<file path="config.mk">
export PLATFORM = sky130hd
export DESIGN_NAME = fpkn_nav
export DESIGN_NICKNAME = d
export VERILOG_FILES = /design/src/logic/fpkn_pkg.sv /design/src/logic/fpkn_key_if.sv /design/src/logic/fpkn_key_timer.sv /design/src/logic/fpkn_nav.sv
export VERILOG_INCLUDE_DIRS = /design/src /design/src/logic
export SDC_FILE = /design/constraint.sdc
export NUM_CORES = 1
export LEC_CHECK = 0
export ABC_AREA = 1
export ABC_CLOCK_PERIOD_IN_PS = 3600
export BUFFER_PORTS_ARGS = -buffer_cell sky130_fd_sc_hd__buf_2
export CORE_UTILIZATION = 39
export DETAILED_ROUTE_END_ITERATION = 16
export GPL_TIMING_DRIVEN = 1
export PLACE_DENSITY = 0.52
export SLEW_MARGIN = 5
export SYNTH_ARGS = -nofsm -noshare
export SYNTH_HDL_FRONTEND = slang
export SYNTH_HIERARCHICAL = 1
export SYNTH_SLANG_ARGS = --single-unit
</file>
<file path="constraint.sdc">
create_clock -name ref_clk -period 3.6 [get_ports ref_clk]
set_input_delay 0.18 -clock ref_clk [delete_from_list [all_inputs] [get_ports ref_clk]]
set_output_delay 0.18 -clock ref_clk [all_outputs]
set_load 0.01 [all_outputs]
</file>
<file path="src/logic/fpkn_consts.svh">
// Constants for the front-panel key navigation block.
`ifndef FPKN_CONSTS_SVH
`define FPKN_CONSTS_SVH
`define FPKN_CLK_HZ        250000000
`define FPKN_TICK_NS       1000000
`define FPKN_MS_CYCLES     ((`FPKN_TICK_NS) / 4)
`define FPKN_SHORT_MS      1000
`define FPKN_LONG_MS       3000
`define FPKN_COMMIT_MS     3000
`define FPKN_DEBOUNCE_MS   10
`define FPKN_REPEAT_MS     200
`define FPKN_FAST_MS       50
`define FPKN_FAST_AFTER    5
`define FPKN_ADV_PASSWORD  16'hff57
`define FPKN_ITEM_SLOTS    5
`endif

</file>
<file path="src/logic/fpkn_pkg.sv">
// Types for the front-panel key navigation block.
package fpkn_pkg;
    typedef enum logic [2:0] {
        LVL_OPERATION,
        LVL_ADJUSTMENT,
        LVL_INITIAL,
        LVL_COMMS,
        LVL_ADVANCED,
        LVL_CALIBRATION
    } fpkn_level_e;
    typedef enum logic [3:0] {
        PF_RUN_STOP,
        PF_AUTO_MANUAL,
        PF_AUTOTUNE,
        PF_ALARM_LATCH_CANCEL,
        PF_MONITOR_ITEM,
        PF_DIGIT_SHIFT,
        PF_PID_UPDATE,
        PF_FILTER_ADJUST,
        PF_COOLING_ADJUST
    } fpkn_pf_e;
endpackage

</file>
<file path="src/logic/fpkn_key_if.sv">
// Interface carrying one debounced key with its hold time in milliseconds.
`timescale 1ns/1ps
`default_nettype none
interface fpkn_key_if;
    logic        level;
    logic        press;
    logic        release_ev;
    logic [15:0] held_ms;
    modport src (output level, output press, output release_ev, output held_ms);
    modport dst (input level, input press, input release_ev, input held_ms);
endinterface
`default_nettype wire

</file>
<file path="src/logic/fpkn_key_timer.sv">
// Key synchroniser, debouncer and hold-time counter.
`timescale 1ns/1ps
`default_nettype none
`include "fpkn_consts.svh"
module fpkn_key_timer (
    // Clock, reset and millisecond tick.
    input  wire logic ref_clk,
    input  wire logic nrst,
    input  wire logic ms_tick,
    // Raw pin, high while pressed.
    input  wire logic key_pin,
    // Debounced key.
    fpkn_key_if.src   key
);
    logic       sync_a;
    logic       sync_b;
    logic       stable;
    logic [3:0] bounce;

    // Two-stage synchroniser; only the second stage is read further on.
    always_ff @(posedge ref_clk) begin
        if (!nrst) begin
            sync_a <= 1'b0;
            sync_b <= 1'b0;
        end else begin
            sync_a <= key_pin;
            sync_b <= sync_a;
        end
    end

    // A change is accepted after it stays put for the debounce time.
    always_ff @(posedge ref_clk) begin
        if (!nrst) begin
            bounce <= 4'h0;
            stable <= 1'b0;
        end else if (sync_b == stable) begin
            bounce <= 4'h0;
        end else if (ms_tick) begin
            if (bounce == 4'(`FPKN_DEBOUNCE_MS - 1)) begin
                stable <= sync_b;
                bounce <= 4'h0;
            end else begin
                bounce <= bounce + 4'h1;
            end
        end
    end

    // Hold time saturates, and survives the release pulse so its length can be judged.
    always_ff @(posedge ref_clk) begin
        if (!nrst) begin
            key.held_ms <= 16'h0000;
        end else if (!stable) begin
            key.held_ms <= key.level ? key.held_ms : 16'h0000;
        end else if (ms_tick && key.held_ms != 16'hffff) begin
            key.held_ms <= key.held_ms + 16'h0001;
        end
    end

    // Edge pulses, one cycle each.
    always_ff @(posedge ref_clk) begin
        if (!nrst) begin
            key.level      <= 1'b0;
            key.press      <= 1'b0;
            key.release_ev <= 1'b0;
        end else begin
            key.level      <= stable;
            key.press      <= stable && !key.level;
            key.release_ev <= !stable && key.level;
        end
    end
endmodule
`default_nettype wire

</file>
<file path="src/logic/fpkn_nav.sv">
// Front-panel key navigation: setting levels, parameter stepping and value edit.
`timescale 1ns/1ps
`default_nettype none
`include "fpkn_consts.svh"
module fpkn_nav #(
    // Cycles in one millisecond tick; a simulation may use a shorter figure.
    parameter int MS_CYCLES = `FPKN_MS_CYCLES
) (
    // Clock and reset.
    input  wire logic            ref_clk,
    input  wire logic            nrst,
    // Raw key pins, high while pressed.
    input  wire logic            level_key_pin,
    input  wire logic            mode_key_pin,
    input  wire logic            up_key_pin,
    input  wire logic            down_key_pin,
    input  wire logic            programmable_function_key_pin,
    // Configuration from the parameter store.
    input  wire logic [3:0]      pf_setting,
    input  wire logic            auto_manual_add,
    input  wire logic            init_protect_clear,
    input  wire logic            goto_advanced_req,
    input  wire logic            goto_comms_req,
    input  wire logic            goto_calib_req,
    input  wire logic [15:0]     load_value,
    input  wire logic            load_strobe,
    // Navigation state.
    output logic [2:0]           setting_level,
    output logic                 param_next,
    output logic                 param_prev,
    output logic                 display_flash,
    // Value editing.
    output logic [15:0]          edit_value,
    output logic [15:0]          committed_value,
    output logic                 commit_pulse,
    output logic [1:0]           edit_digit,
    // Control and programmable-key actions.
    output logic                 control_stopped,
    output logic                 manual_mode,
    output logic                 autotune_req,
    output logic                 alarm_latch_cancel,
    output logic [2:0]           monitor_item,
    output logic                 pf_aux_pulse
);
    fpkn_key_if k_lvl ();
    fpkn_key_if k_mode ();
    fpkn_key_if k_up ();
    fpkn_key_if k_dn ();
    fpkn_key_if k_pf ();

    logic [17:0] ms_div;
    logic        ms_tick;
    logic [11:0] idle_ms;
    logic        pending;
    logic [7:0]  rep_ms;
    logic [3:0]  rep_cnt;
    logic        lvl_long_done;
    logic        pf_long_done;
    logic        lvl_change;
    logic        step_up;
    logic        step_dn;
    fpkn_pkg::fpkn_level_e lvl;
    fpkn_pkg::fpkn_pf_e    pf_role;

    // Power of ten for the selected digit.
    function automatic logic [15:0] digit_weight(input logic [1:0] d);
        unique case (d)
            2'h0: digit_weight = 16'h0001;
            2'h1: digit_weight = 16'h000a;
            2'h2: digit_weight = 16'h0064;
            2'h3: digit_weight = 16'h03e8;
        endcase
    endfunction

    assign pf_role = fpkn_pkg::fpkn_pf_e'(pf_setting);

    // Free-running millisecond enable from the system clock.
    always_ff @(posedge ref_clk) begin
        if (!nrst) begin
            ms_div  <= 18'h00000;
            ms_tick <= 1'b0;
        end else begin
            ms_tick <= (ms_div == 18'(MS_CYCLES - 1));
            ms_div  <= (ms_div == 18'(MS_CYCLES - 1)) ? 18'h00000 : ms_div + 18'h00001;
        end
    end

    fpkn_key_timer u_lvl (.ref_clk(ref_clk), .nrst(nrst), .ms_tick(ms_tick),
                          .key_pin(level_key_pin), .key(k_lvl.src));
    fpkn_key_timer u_mode (.ref_clk(ref_clk), .nrst(nrst), .ms_tick(ms_tick),
                           .key_pin(mode_key_pin), .key(k_mode.src));
    fpkn_key_timer u_up (.ref_clk(ref_clk), .nrst(nrst), .ms_tick(ms_tick),
                         .key_pin(up_key_pin), .key(k_up.src));
    fpkn_key_timer u_dn (.ref_clk(ref_clk), .nrst(nrst), .ms_tick(ms_tick),
                         .key_pin(down_key_pin), .key(k_dn.src));
    fpkn_key_timer u_pf (.ref_clk(ref_clk), .nrst(nrst), .ms_tick(ms_tick),
                         .key_pin(programmable_function_key_pin), .key(k_pf.src));

    // Level moves: short release toggles, long holds act while still held.
    always_ff @(posedge ref_clk) begin
        if (!nrst) begin
            lvl           <= fpkn_pkg::LVL_OPERATION;
            lvl_long_done <= 1'b0;
            lvl_change    <= 1'b0;
        end else begin
            lvl_change <= 1'b0;
            if (k_lvl.press) begin
                lvl_long_done <= 1'b0;
            end
            if (k_lvl.release_ev && !lvl_long_done &&
                k_lvl.held_ms < 16'(`FPKN_SHORT_MS)) begin
                unique case (lvl)
                    fpkn_pkg::LVL_OPERATION: begin
                        lvl        <= fpkn_pkg::LVL_ADJUSTMENT;
                        lvl_change <= 1'b1;
                    end
                    fpkn_pkg::LVL_ADJUSTMENT: begin
                        lvl        <= fpkn_pkg::LVL_OPERATION;
                        lvl_change <= 1'b1;
                    end
                    default: ;
                endcase
            end else if (k_lvl.level && !lvl_long_done) begin
                if ((lvl == fpkn_pkg::LVL_OPERATION || lvl == fpkn_pkg::LVL_ADJUSTMENT) &&
                    k_lvl.held_ms >= 16'(`FPKN_LONG_MS)) begin
                    lvl           <= fpkn_pkg::LVL_INITIAL;
                    lvl_long_done <= 1'b1;
                    lvl_change    <= 1'b1;
                end else if (lvl != fpkn_pkg::LVL_OPERATION &&
                             lvl != fpkn_pkg::LVL_ADJUSTMENT &&
                             k_lvl.held_ms >= 16'(`FPKN_SHORT_MS)) begin
                    lvl           <= fpkn_pkg::LVL_OPERATION;
                    lvl_long_done <= 1'b1;
                    lvl_change    <= 1'b1;
                end
            end else if (lvl == fpkn_pkg::LVL_INITIAL) begin
                if (goto_advanced_req && init_protect_clear &&
                    committed_value == `FPKN_ADV_PASSWORD) begin
                    lvl        <= fpkn_pkg::LVL_ADVANCED;
                    lvl_change <= 1'b1;
                end else if (goto_comms_req) begin
                    lvl        <= fpkn_pkg::LVL_COMMS;
                    lvl_change <= 1'b1;
                end
            end else if (lvl == fpkn_pkg::LVL_ADVANCED && goto_calib_req) begin
                lvl        <= fpkn_pkg::LVL_CALIBRATION;
                lvl_change <= 1'b1;
            end
        end
    end

    // Flash while a level-key hold has reached one second.
    always_ff @(posedge ref_clk) begin
        if (!nrst) begin
            display_flash <= 1'b0;
        end else begin
            display_flash <= k_lvl.level && k_lvl.held_ms >= 16'(`FPKN_SHORT_MS);
        end
    end

    always_ff @(posedge ref_clk) begin
        if (!nrst) begin
            setting_level <= 3'h0;
        end else begin
            setting_level <= 3'(lvl);
        end
    end

    // Mode key: short release steps forward, a one-second hold steps back.
    always_ff @(posedge ref_clk) begin
        if (!nrst) begin
            param_next <= 1'b0;
            param_prev <= 1'b0;
        end else begin
            param_next <= k_mode.release_ev && k_mode.held_ms < 16'(`FPKN_SHORT_MS);
            param_prev <= k_mode.level && ms_tick &&
                          k_mode.held_ms == 16'(`FPKN_SHORT_MS);
        end
    end

    // Up/down repeat: first step on press, then slow repeats that speed up.
    always_ff @(posedge ref_clk) begin
        if (!nrst) begin
            rep_ms  <= 8'h00;
            rep_cnt <= 4'h0;
        end else if (!(k_up.level || k_dn.level)) begin
            rep_ms  <= 8'h00;
            rep_cnt <= 4'h0;
        end else if (ms_tick) begin
            if (rep_ms == ((rep_cnt >= 4'(`FPKN_FAST_AFTER)) ?
                           8'(`FPKN_FAST_MS - 1) : 8'(`FPKN_REPEAT_MS - 1))) begin
                rep_ms  <= 8'h00;
                rep_cnt <= (rep_cnt == 4'hf) ? rep_cnt : rep_cnt + 4'h1;
            end else begin
                rep_ms <= rep_ms + 8'h01;
            end
        end
    end

    assign step_up = k_up.press || (k_up.level && ms_tick && rep_ms == 8'h00 && rep_cnt != 4'h0);
    assign step_dn = k_dn.press || (k_dn.level && ms_tick && rep_ms == 8'h00 && rep_cnt != 4'h0);

    // Edit buffer kept apart from the committed value until a trigger.
    always_ff @(posedge ref_clk) begin
        if (!nrst) begin
            edit_value      <= 16'h0000;
            committed_value <= 16'h0000;
            pending         <= 1'b0;
            idle_ms         <= 12'h000;
            commit_pulse    <= 1'b0;
        end else begin
            commit_pulse <= 1'b0;
            if (load_strobe && !pending) begin
                edit_value      <= load_value;
                committed_value <= load_value;
            end else if (step_up || step_dn) begin
                edit_value <= step_up ? edit_value + digit_weight(edit_digit)
                                      : edit_value - digit_weight(edit_digit);
                pending    <= 1'b1;
                idle_ms    <= 12'h000;
            end else if (pending && (k_mode.press || lvl_change ||
                         idle_ms == 12'(`FPKN_COMMIT_MS))) begin
                committed_value <= edit_value;
                commit_pulse    <= 1'b1;
                pending         <= 1'b0;
            end else if (pending && ms_tick) begin
                idle_ms <= idle_ms + 12'h001;
            end
        end
    end

    // Programmable key dispatch by role.
    always_ff @(posedge ref_clk) begin
        if (!nrst) begin
            edit_digit         <= 2'h0;
            control_stopped    <= 1'b0;
            manual_mode        <= 1'b0;
            autotune_req       <= 1'b0;
            alarm_latch_cancel <= 1'b0;
            monitor_item       <= 3'h0;
            pf_aux_pulse       <= 1'b0;
            pf_long_done       <= 1'b0;
        end else begin
            autotune_req       <= 1'b0;
            alarm_latch_cancel <= 1'b0;
            pf_aux_pulse       <= 1'b0;
            if (k_pf.press) begin
                pf_long_done <= 1'b0;
            end
            if (k_pf.release_ev && k_pf.held_ms < 16'(`FPKN_SHORT_MS)) begin
                unique case (pf_role)
                    fpkn_pkg::PF_DIGIT_SHIFT: edit_digit <= edit_digit + 2'h1;
                    fpkn_pkg::PF_MONITOR_ITEM: monitor_item <=
                        (monitor_item == 3'(`FPKN_ITEM_SLOTS - 1)) ? 3'h0 : monitor_item + 3'h1;
                    default: ;
                endcase
            end else if (k_pf.level && !pf_long_done && k_pf.held_ms >= 16'(`FPKN_SHORT_MS)) begin
                pf_long_done <= 1'b1;
                unique case (pf_role)
                    fpkn_pkg::PF_RUN_STOP: control_stopped <= !control_stopped;
                    fpkn_pkg::PF_AUTO_MANUAL:
                        if (auto_manual_add) manual_mode <= !manual_mode;
                    fpkn_pkg::PF_AUTOTUNE: autotune_req <= 1'b1;
                    fpkn_pkg::PF_ALARM_LATCH_CANCEL: alarm_latch_cancel <= 1'b1;
                    fpkn_pkg::PF_PID_UPDATE,
                    fpkn_pkg::PF_FILTER_ADJUST,
                    fpkn_pkg::PF_COOLING_ADJUST: pf_aux_pulse <= 1'b1;
                    default: ;
                endcase
            end
            if (lvl != fpkn_pkg::LVL_OPERATION && lvl != fpkn_pkg::LVL_ADJUSTMENT) begin
                control_stopped <= 1'b1;
            end
        end
    end
endmodule
`default_nettype wire

</file>
# After elaboration in Yosys (flattened, before gate mapping)
# Index checks and enable logic that the tools add are counted.
dict set report totals {
  reg_bits 195
  mem_count 0
  romBits 0
  mem_bits_rw 0
  latch_bits 0
}
dict set report op_classes {
  mul 0
  div 0
  n_eq_ne 47
  muxes 66
  bitwise 10
  magnitude_cmp 7
  shift 0
  n_addsub 16
  reduce_logical 97
}
# operator count
set op_table {}
lappend op_table {{two-way mux 16 bit} 18}
lappend op_table {{case mux 16 bit (4 select lines)} 1}
lappend op_table {{adder 16 x 1 -> 16 bit (second input constant)} 3}
lappend op_table {{less-than comparator 16 x 10 -> 1 bit (second input constant)} 3}
lappend op_table {{inequality test 16 bit (second input constant)} 3}
lappend op_table {{logical AND 1 bit} 36}
lappend op_table {{two-way mux 12 bit} 3}
lappend op_table {{>= comparator 16 x 10 -> 1 bit (second input constant)} 2}
lappend op_table {{== test 4 bit (second input constant)} 7}
lappend op_table {{two-way mux 1 bit} 27}
lappend op_table {{two-way mux 3 bit} 9}
lappend op_table {{adder 4 x 1 -> 4 bit (second input constant)} 6}
lappend op_table {{AND reduction 3 bit} 8}
lappend op_table {{two-way mux 4 bit} 5}
lappend op_table {{adder 18 x 1 -> 18 bit (second input constant)} 1}
lappend op_table {{== test 18 bit (second input constant)} 1}
lappend op_table {{adder 16 bit} 1}
lappend op_table {{== test 16 x 10 -> 1 bit (second input constant)} 1}
lappend op_table {{== test 16 bit (second input constant)} 1}
lappend op_table {{== test 4 x 3 -> 1 bit (second input constant)} 4}
lappend op_table {{>= comparator 16 x 12 -> 1 bit (second input constant)} 1}
lappend op_table {{two-way mux 8 bit} 2}
lappend op_table {{inequality test 2 bit (second input constant)} 8}
lappend op_table {{AND reduction 2 bit} 8}
lappend op_table {{other kinds (34)} 84}

# Longest topological paths before layout
dict set report logic_depth {
  depth_word 12
  ltp_mapped 19
  ltp_nobuf 18
}

# By module
# Netlist, hierarchy kept.
# mod instances area_each_um2 seq_area_each_um2 cells_each
set modules_own_cells {}
lappend modules_own_cells {fpkn_key_timer 5 1420.1 520.5 224}
lappend modules_own_cells {fpkn_nav 1 6134.6 1981.9 928}

# Worst setup path after synthesis
# OpenSTA, ideal clock, no wires.
dict set report synth_path {
  path_type {register to register}
  startpoint {register ms_tick}
  endpoint {register edit_value[15]}
  stages_incl_launch_ff 17
  period_less_slack_ns 2.827
  required_time_ns 3.481
  arrival_ns 2.707
  path_slack_ns 0.773
  path_cell_list {dfxtp_1 -> buf_2 -> nand2_1 -> a21oi_2 -> nand2_4 -> nand2_8 -> clkbuf_1 -> o21ai_0 -> ha_1 -> or2_2 -> and2_1 -> nand2_1 -> nand2_1 -> a21oi_1 -> nand2_1 -> nand3_1 -> a21oi_1}
}
dict set report synth_via {
  elab_chain_cells 7
}
# element line
set synth_rtl {}
lappend synth_rtl {{start, declared} fpkn_nav.sv:52} ;# logic ms_tick;
lappend synth_rtl {{start signal, assigned} fpkn_nav.sv:83} ;# ms_tick <= (ms_div == 18'(MS_CYCLES - 1));
lappend synth_rtl {{logical AND 1 bit (3 in a row)} fpkn_nav.sv:200} ;# assign step_up = k_up.press || (k_up.level && ms_tick && rep_ms == 8'h00 && rep_cnt != 4'h0);
lappend synth_rtl {{logical OR 1 bit} fpkn_nav.sv:200}
lappend synth_rtl {{two-way mux 16 bit} fpkn_nav.sv:217} ;# edit_value <= step_up ? edit_value + digit_weight(edit_digit)
lappend synth_rtl {{two-way mux 16 bit} fpkn_nav.sv:216} ;# end else if (step_up || step_dn) begin
lappend synth_rtl {{two-way mux 16 bit} fpkn_nav.sv:213} ;# if (load_strobe && !pending) begin
lappend synth_rtl {{end signal, assigned} fpkn_nav.sv:214} ;# edit_value <= load_value;
lappend synth_rtl {{end signal, assigned} fpkn_nav.sv:217}
lappend synth_rtl {{end, declared} fpkn_nav.sv:33} ;# output logic [15:0] edit_value,
# Several ways; a longest one is shown, not always the timed one. The select of a mux whose other input is x is not followed.
# A chain may end at the register's enable or synchronous reset.

# Final worst setup path
dict set report layout_path {
  startpoint {register rep_ms[0]}
  endpoint {register edit_value[13]}
}
dict set report layout_via {
  elab_chain_cells 7
}
# element line
set layout_rtl {}
lappend layout_rtl {{start, declared} fpkn_nav.sv:55} ;# logic [7:0] rep_ms;
lappend layout_rtl {{start signal, assigned} fpkn_nav.sv:195} ;# rep_ms <= rep_ms + 8'h01;
lappend layout_rtl {{zero test 8 bit (*)} {fpkn_nav.sv:200, fpkn_nav.sv:201}}
lappend layout_rtl {{logical AND 1 bit (2 in a row)} fpkn_nav.sv:200}
lappend layout_rtl {{logical OR 1 bit} fpkn_nav.sv:200}
lappend layout_rtl {{two-way mux 16 bit} fpkn_nav.sv:217}
lappend layout_rtl {{two-way mux 16 bit} fpkn_nav.sv:216}
lappend layout_rtl {{two-way mux 16 bit} fpkn_nav.sv:213}
# Mark *: on every way between the ends. The rest lies on a longest branch, timed or not. The select of a mux whose other input is x is not followed.

==> results_dict.tcl <==
set metrics [dict create \
    hold_viol 0 \
    wl_um 27610 \
    wl_met1_um 13740 \
    rows 61 \
    maxCapViolCount 0 \
    routed_via_density 4.846 \
    relSlewSlack_pct 58.70 \
    syn_area_um2 11040 \
    overflow 0 \
    met3_length_um 867 \
    initial_core_util_pct 39.72 \
    drive_gt1_share_pct 9.938 \
    path_max_fanout 16 \
    hold_path_class "in2reg" \
    finalSetupViolCount 0 \
    grt_util_all_layers_pct 19.49 \
    coreArea_um2 27780 \
    layout_setup_ws_ns 0.7291 \
    syn_area_per_cell_um2 6.553 \
    grt_pass1_vias 9380 \
    die_area_um2 28970 \
    die_h_um 170.2 \
    io_buffers 81 \
    clk_path_buf_depth 2 \
    drc 0 \
    min_period_ns 2.871 \
    met2_length_um 12770 \
    die_x_um 170.2 \
    firstDrtPassIters 5 \
    nNetsFinal 1831 \
    status "completed" \
    top_layer_used "met4" \
    ioPinCount 82 \
    power_density_nw_per_um2 363.8 \
    cts_tree "yes" \
    drv_slew 0 \
    cts_made_buffers 17 \
    clockRootBuffer "clkbuf_16" \
    ir_worst_vdd_mv 0.2466 \
    vias 10420 \
    fmax_ghz 0.3483 \
    cts_sinks 195 \
    stdcell_count 2150 \
    cts.repair.resized 0 \
    grt_max_degree 40 \
    period_share_pct 79.75 \
    post-place-ws_ns 0.8008 \
    cts_max_level 4 \
    dp_hpwl_um 20210 \
    total_power_w 0.004492 \
    endpoint_kind "flip-flop" \
    grt_pass1_wl_um 45730 \
    worst_pin_slew_ns 0.6179 \
    required_ns 3.97 \
    area_growth_syn_to_layout_pct 11.89 \
    cts.clk_slew.worst_paths_ns 0.08 \
    synthCells 1684 \
    tns_ns 0 \
    worstSetupPathType "reg2reg" \
    synth_nets 1755 \
    finalClockSkew_ns 0.01533 \
    grt_antenna_before_repair 1 \
    cts_hold_buf 7 \
    yosys_warnings 6 \
    cts_setup_buffers 0 \
    place_congestion 0.8834 \
    ant_nets 0 \
    arrival_ns 3.24 \
    crit_path_start_kind "flip-flop" \
    dp.cells 2112 \
    leakagePower_nw 5.135 \
    wire_per_inst_um 12.84 \
    rsz0062_at_grt "no" \
    clk_latency_ns 0.43 \
    drt_iter0_drc 604 \
]
## layout by cell type (no fill, tap or decap), types with 21 or more instances in the layout
cell type  instances
nand2_1          465
nand3_1          136
a21oi_1          139
nand4_1           21
xor2_1            21
buf_2             81
dfxtp_1          195
inv_1            186
o21ai_0           77
nor3_1            38
nor2_1           211
ha_1              37
## area by class of cell
type	count	area, um^2
flip-flops and latches	195	3904
well taps	378	473.0
multi-input cells	1254	6143
clock buffers	21	440.4
diodes	1	2.502
fillers	2941	15430
clock inverters	9	107.6
inverters	195	734.5
repair buffers	97	543.0
## path summary, 6_finish.rpt
check	startpoint	end	slack [ns]	cells after the start
setup / recovery	rep_ms[0]	edit_value[13]	0.73	15
hold / removal	pf_setting[1]	autotune_req	0.02	3
setup reg to reg	rep_ms[0]	edit_value[13]	0.73	15
hold reg to reg	u_mode/sync_a	u_mode/sync_b	0.42	2
## state kept, by name (all words and copies together) (netlist names), 2 cells and up
register / cells
setting_level: 3
lvl: 3
monitor_item: 3
committed_value: 16
ms_div: 18
edit_digit: 2
u_mode/key.held_ms: 16
u_lvl/bounce: 4
u_dn/bounce: 4
u_lvl/key.held_ms: 16
u_up/bounce: 4
rep_ms: 8
u_pf/bounce: 4
rep_cnt: 4
u_pf/key.held_ms: 16
u_mode/bounce: 4
idle_ms: 12
edit_value: 16
## worst max-delay path, stage by stage (launching register included)
cell and delay [ns]:
dfxtp_1 0.39, inv_1 0.08, ha_1 0.19, nand3_1 0.12, nor2_4 0.07, nand2_4 0.08
nand2_8 0.10, o21ai_0 0.49, ha_1 0.38, a21oi_1 0.24, o21ai_0 0.17, a21oi_1 0.18
nand2_1 0.07, nand2_1 0.06, nand3_1 0.06, a21oi_1 0.13
## report_power, final
group | internal, W | switching, W | leakage (nW)
sequential | 0.00219 | 0.0000318 | 1.58
clock | 0.00102 | 0.000841 | 0.264
combinational | 0.000150 | 0.000260 | 3.29
## per-stage QoR
| step | util (%) | hold WS (ns) | instance area [um^2] |
|---|---|---|---|
| floorplan | - | 0.2776 | 11040 |
| global placement | 42.21 | 0.3720 | 11730 |
| detailed placement | 42.21 | 0.3678 | 11730 |
| CTS | 44.44 | 0.001366 | 12350 |
| global route | 44.44 | 0.02457 | 12350 |
| finish | 44.45 | 0.01796 | 12350 |
## metal layers
metal | GRT usage (%) | vias up
li1 | - | 5576
met1 | 25.84 | 4694
met2 | 33.21 | 134
met3 | 2.884 | 15
met4 | 4.348 | 0
met5 | 0 | -
Power figures use the tool's default switching activity.
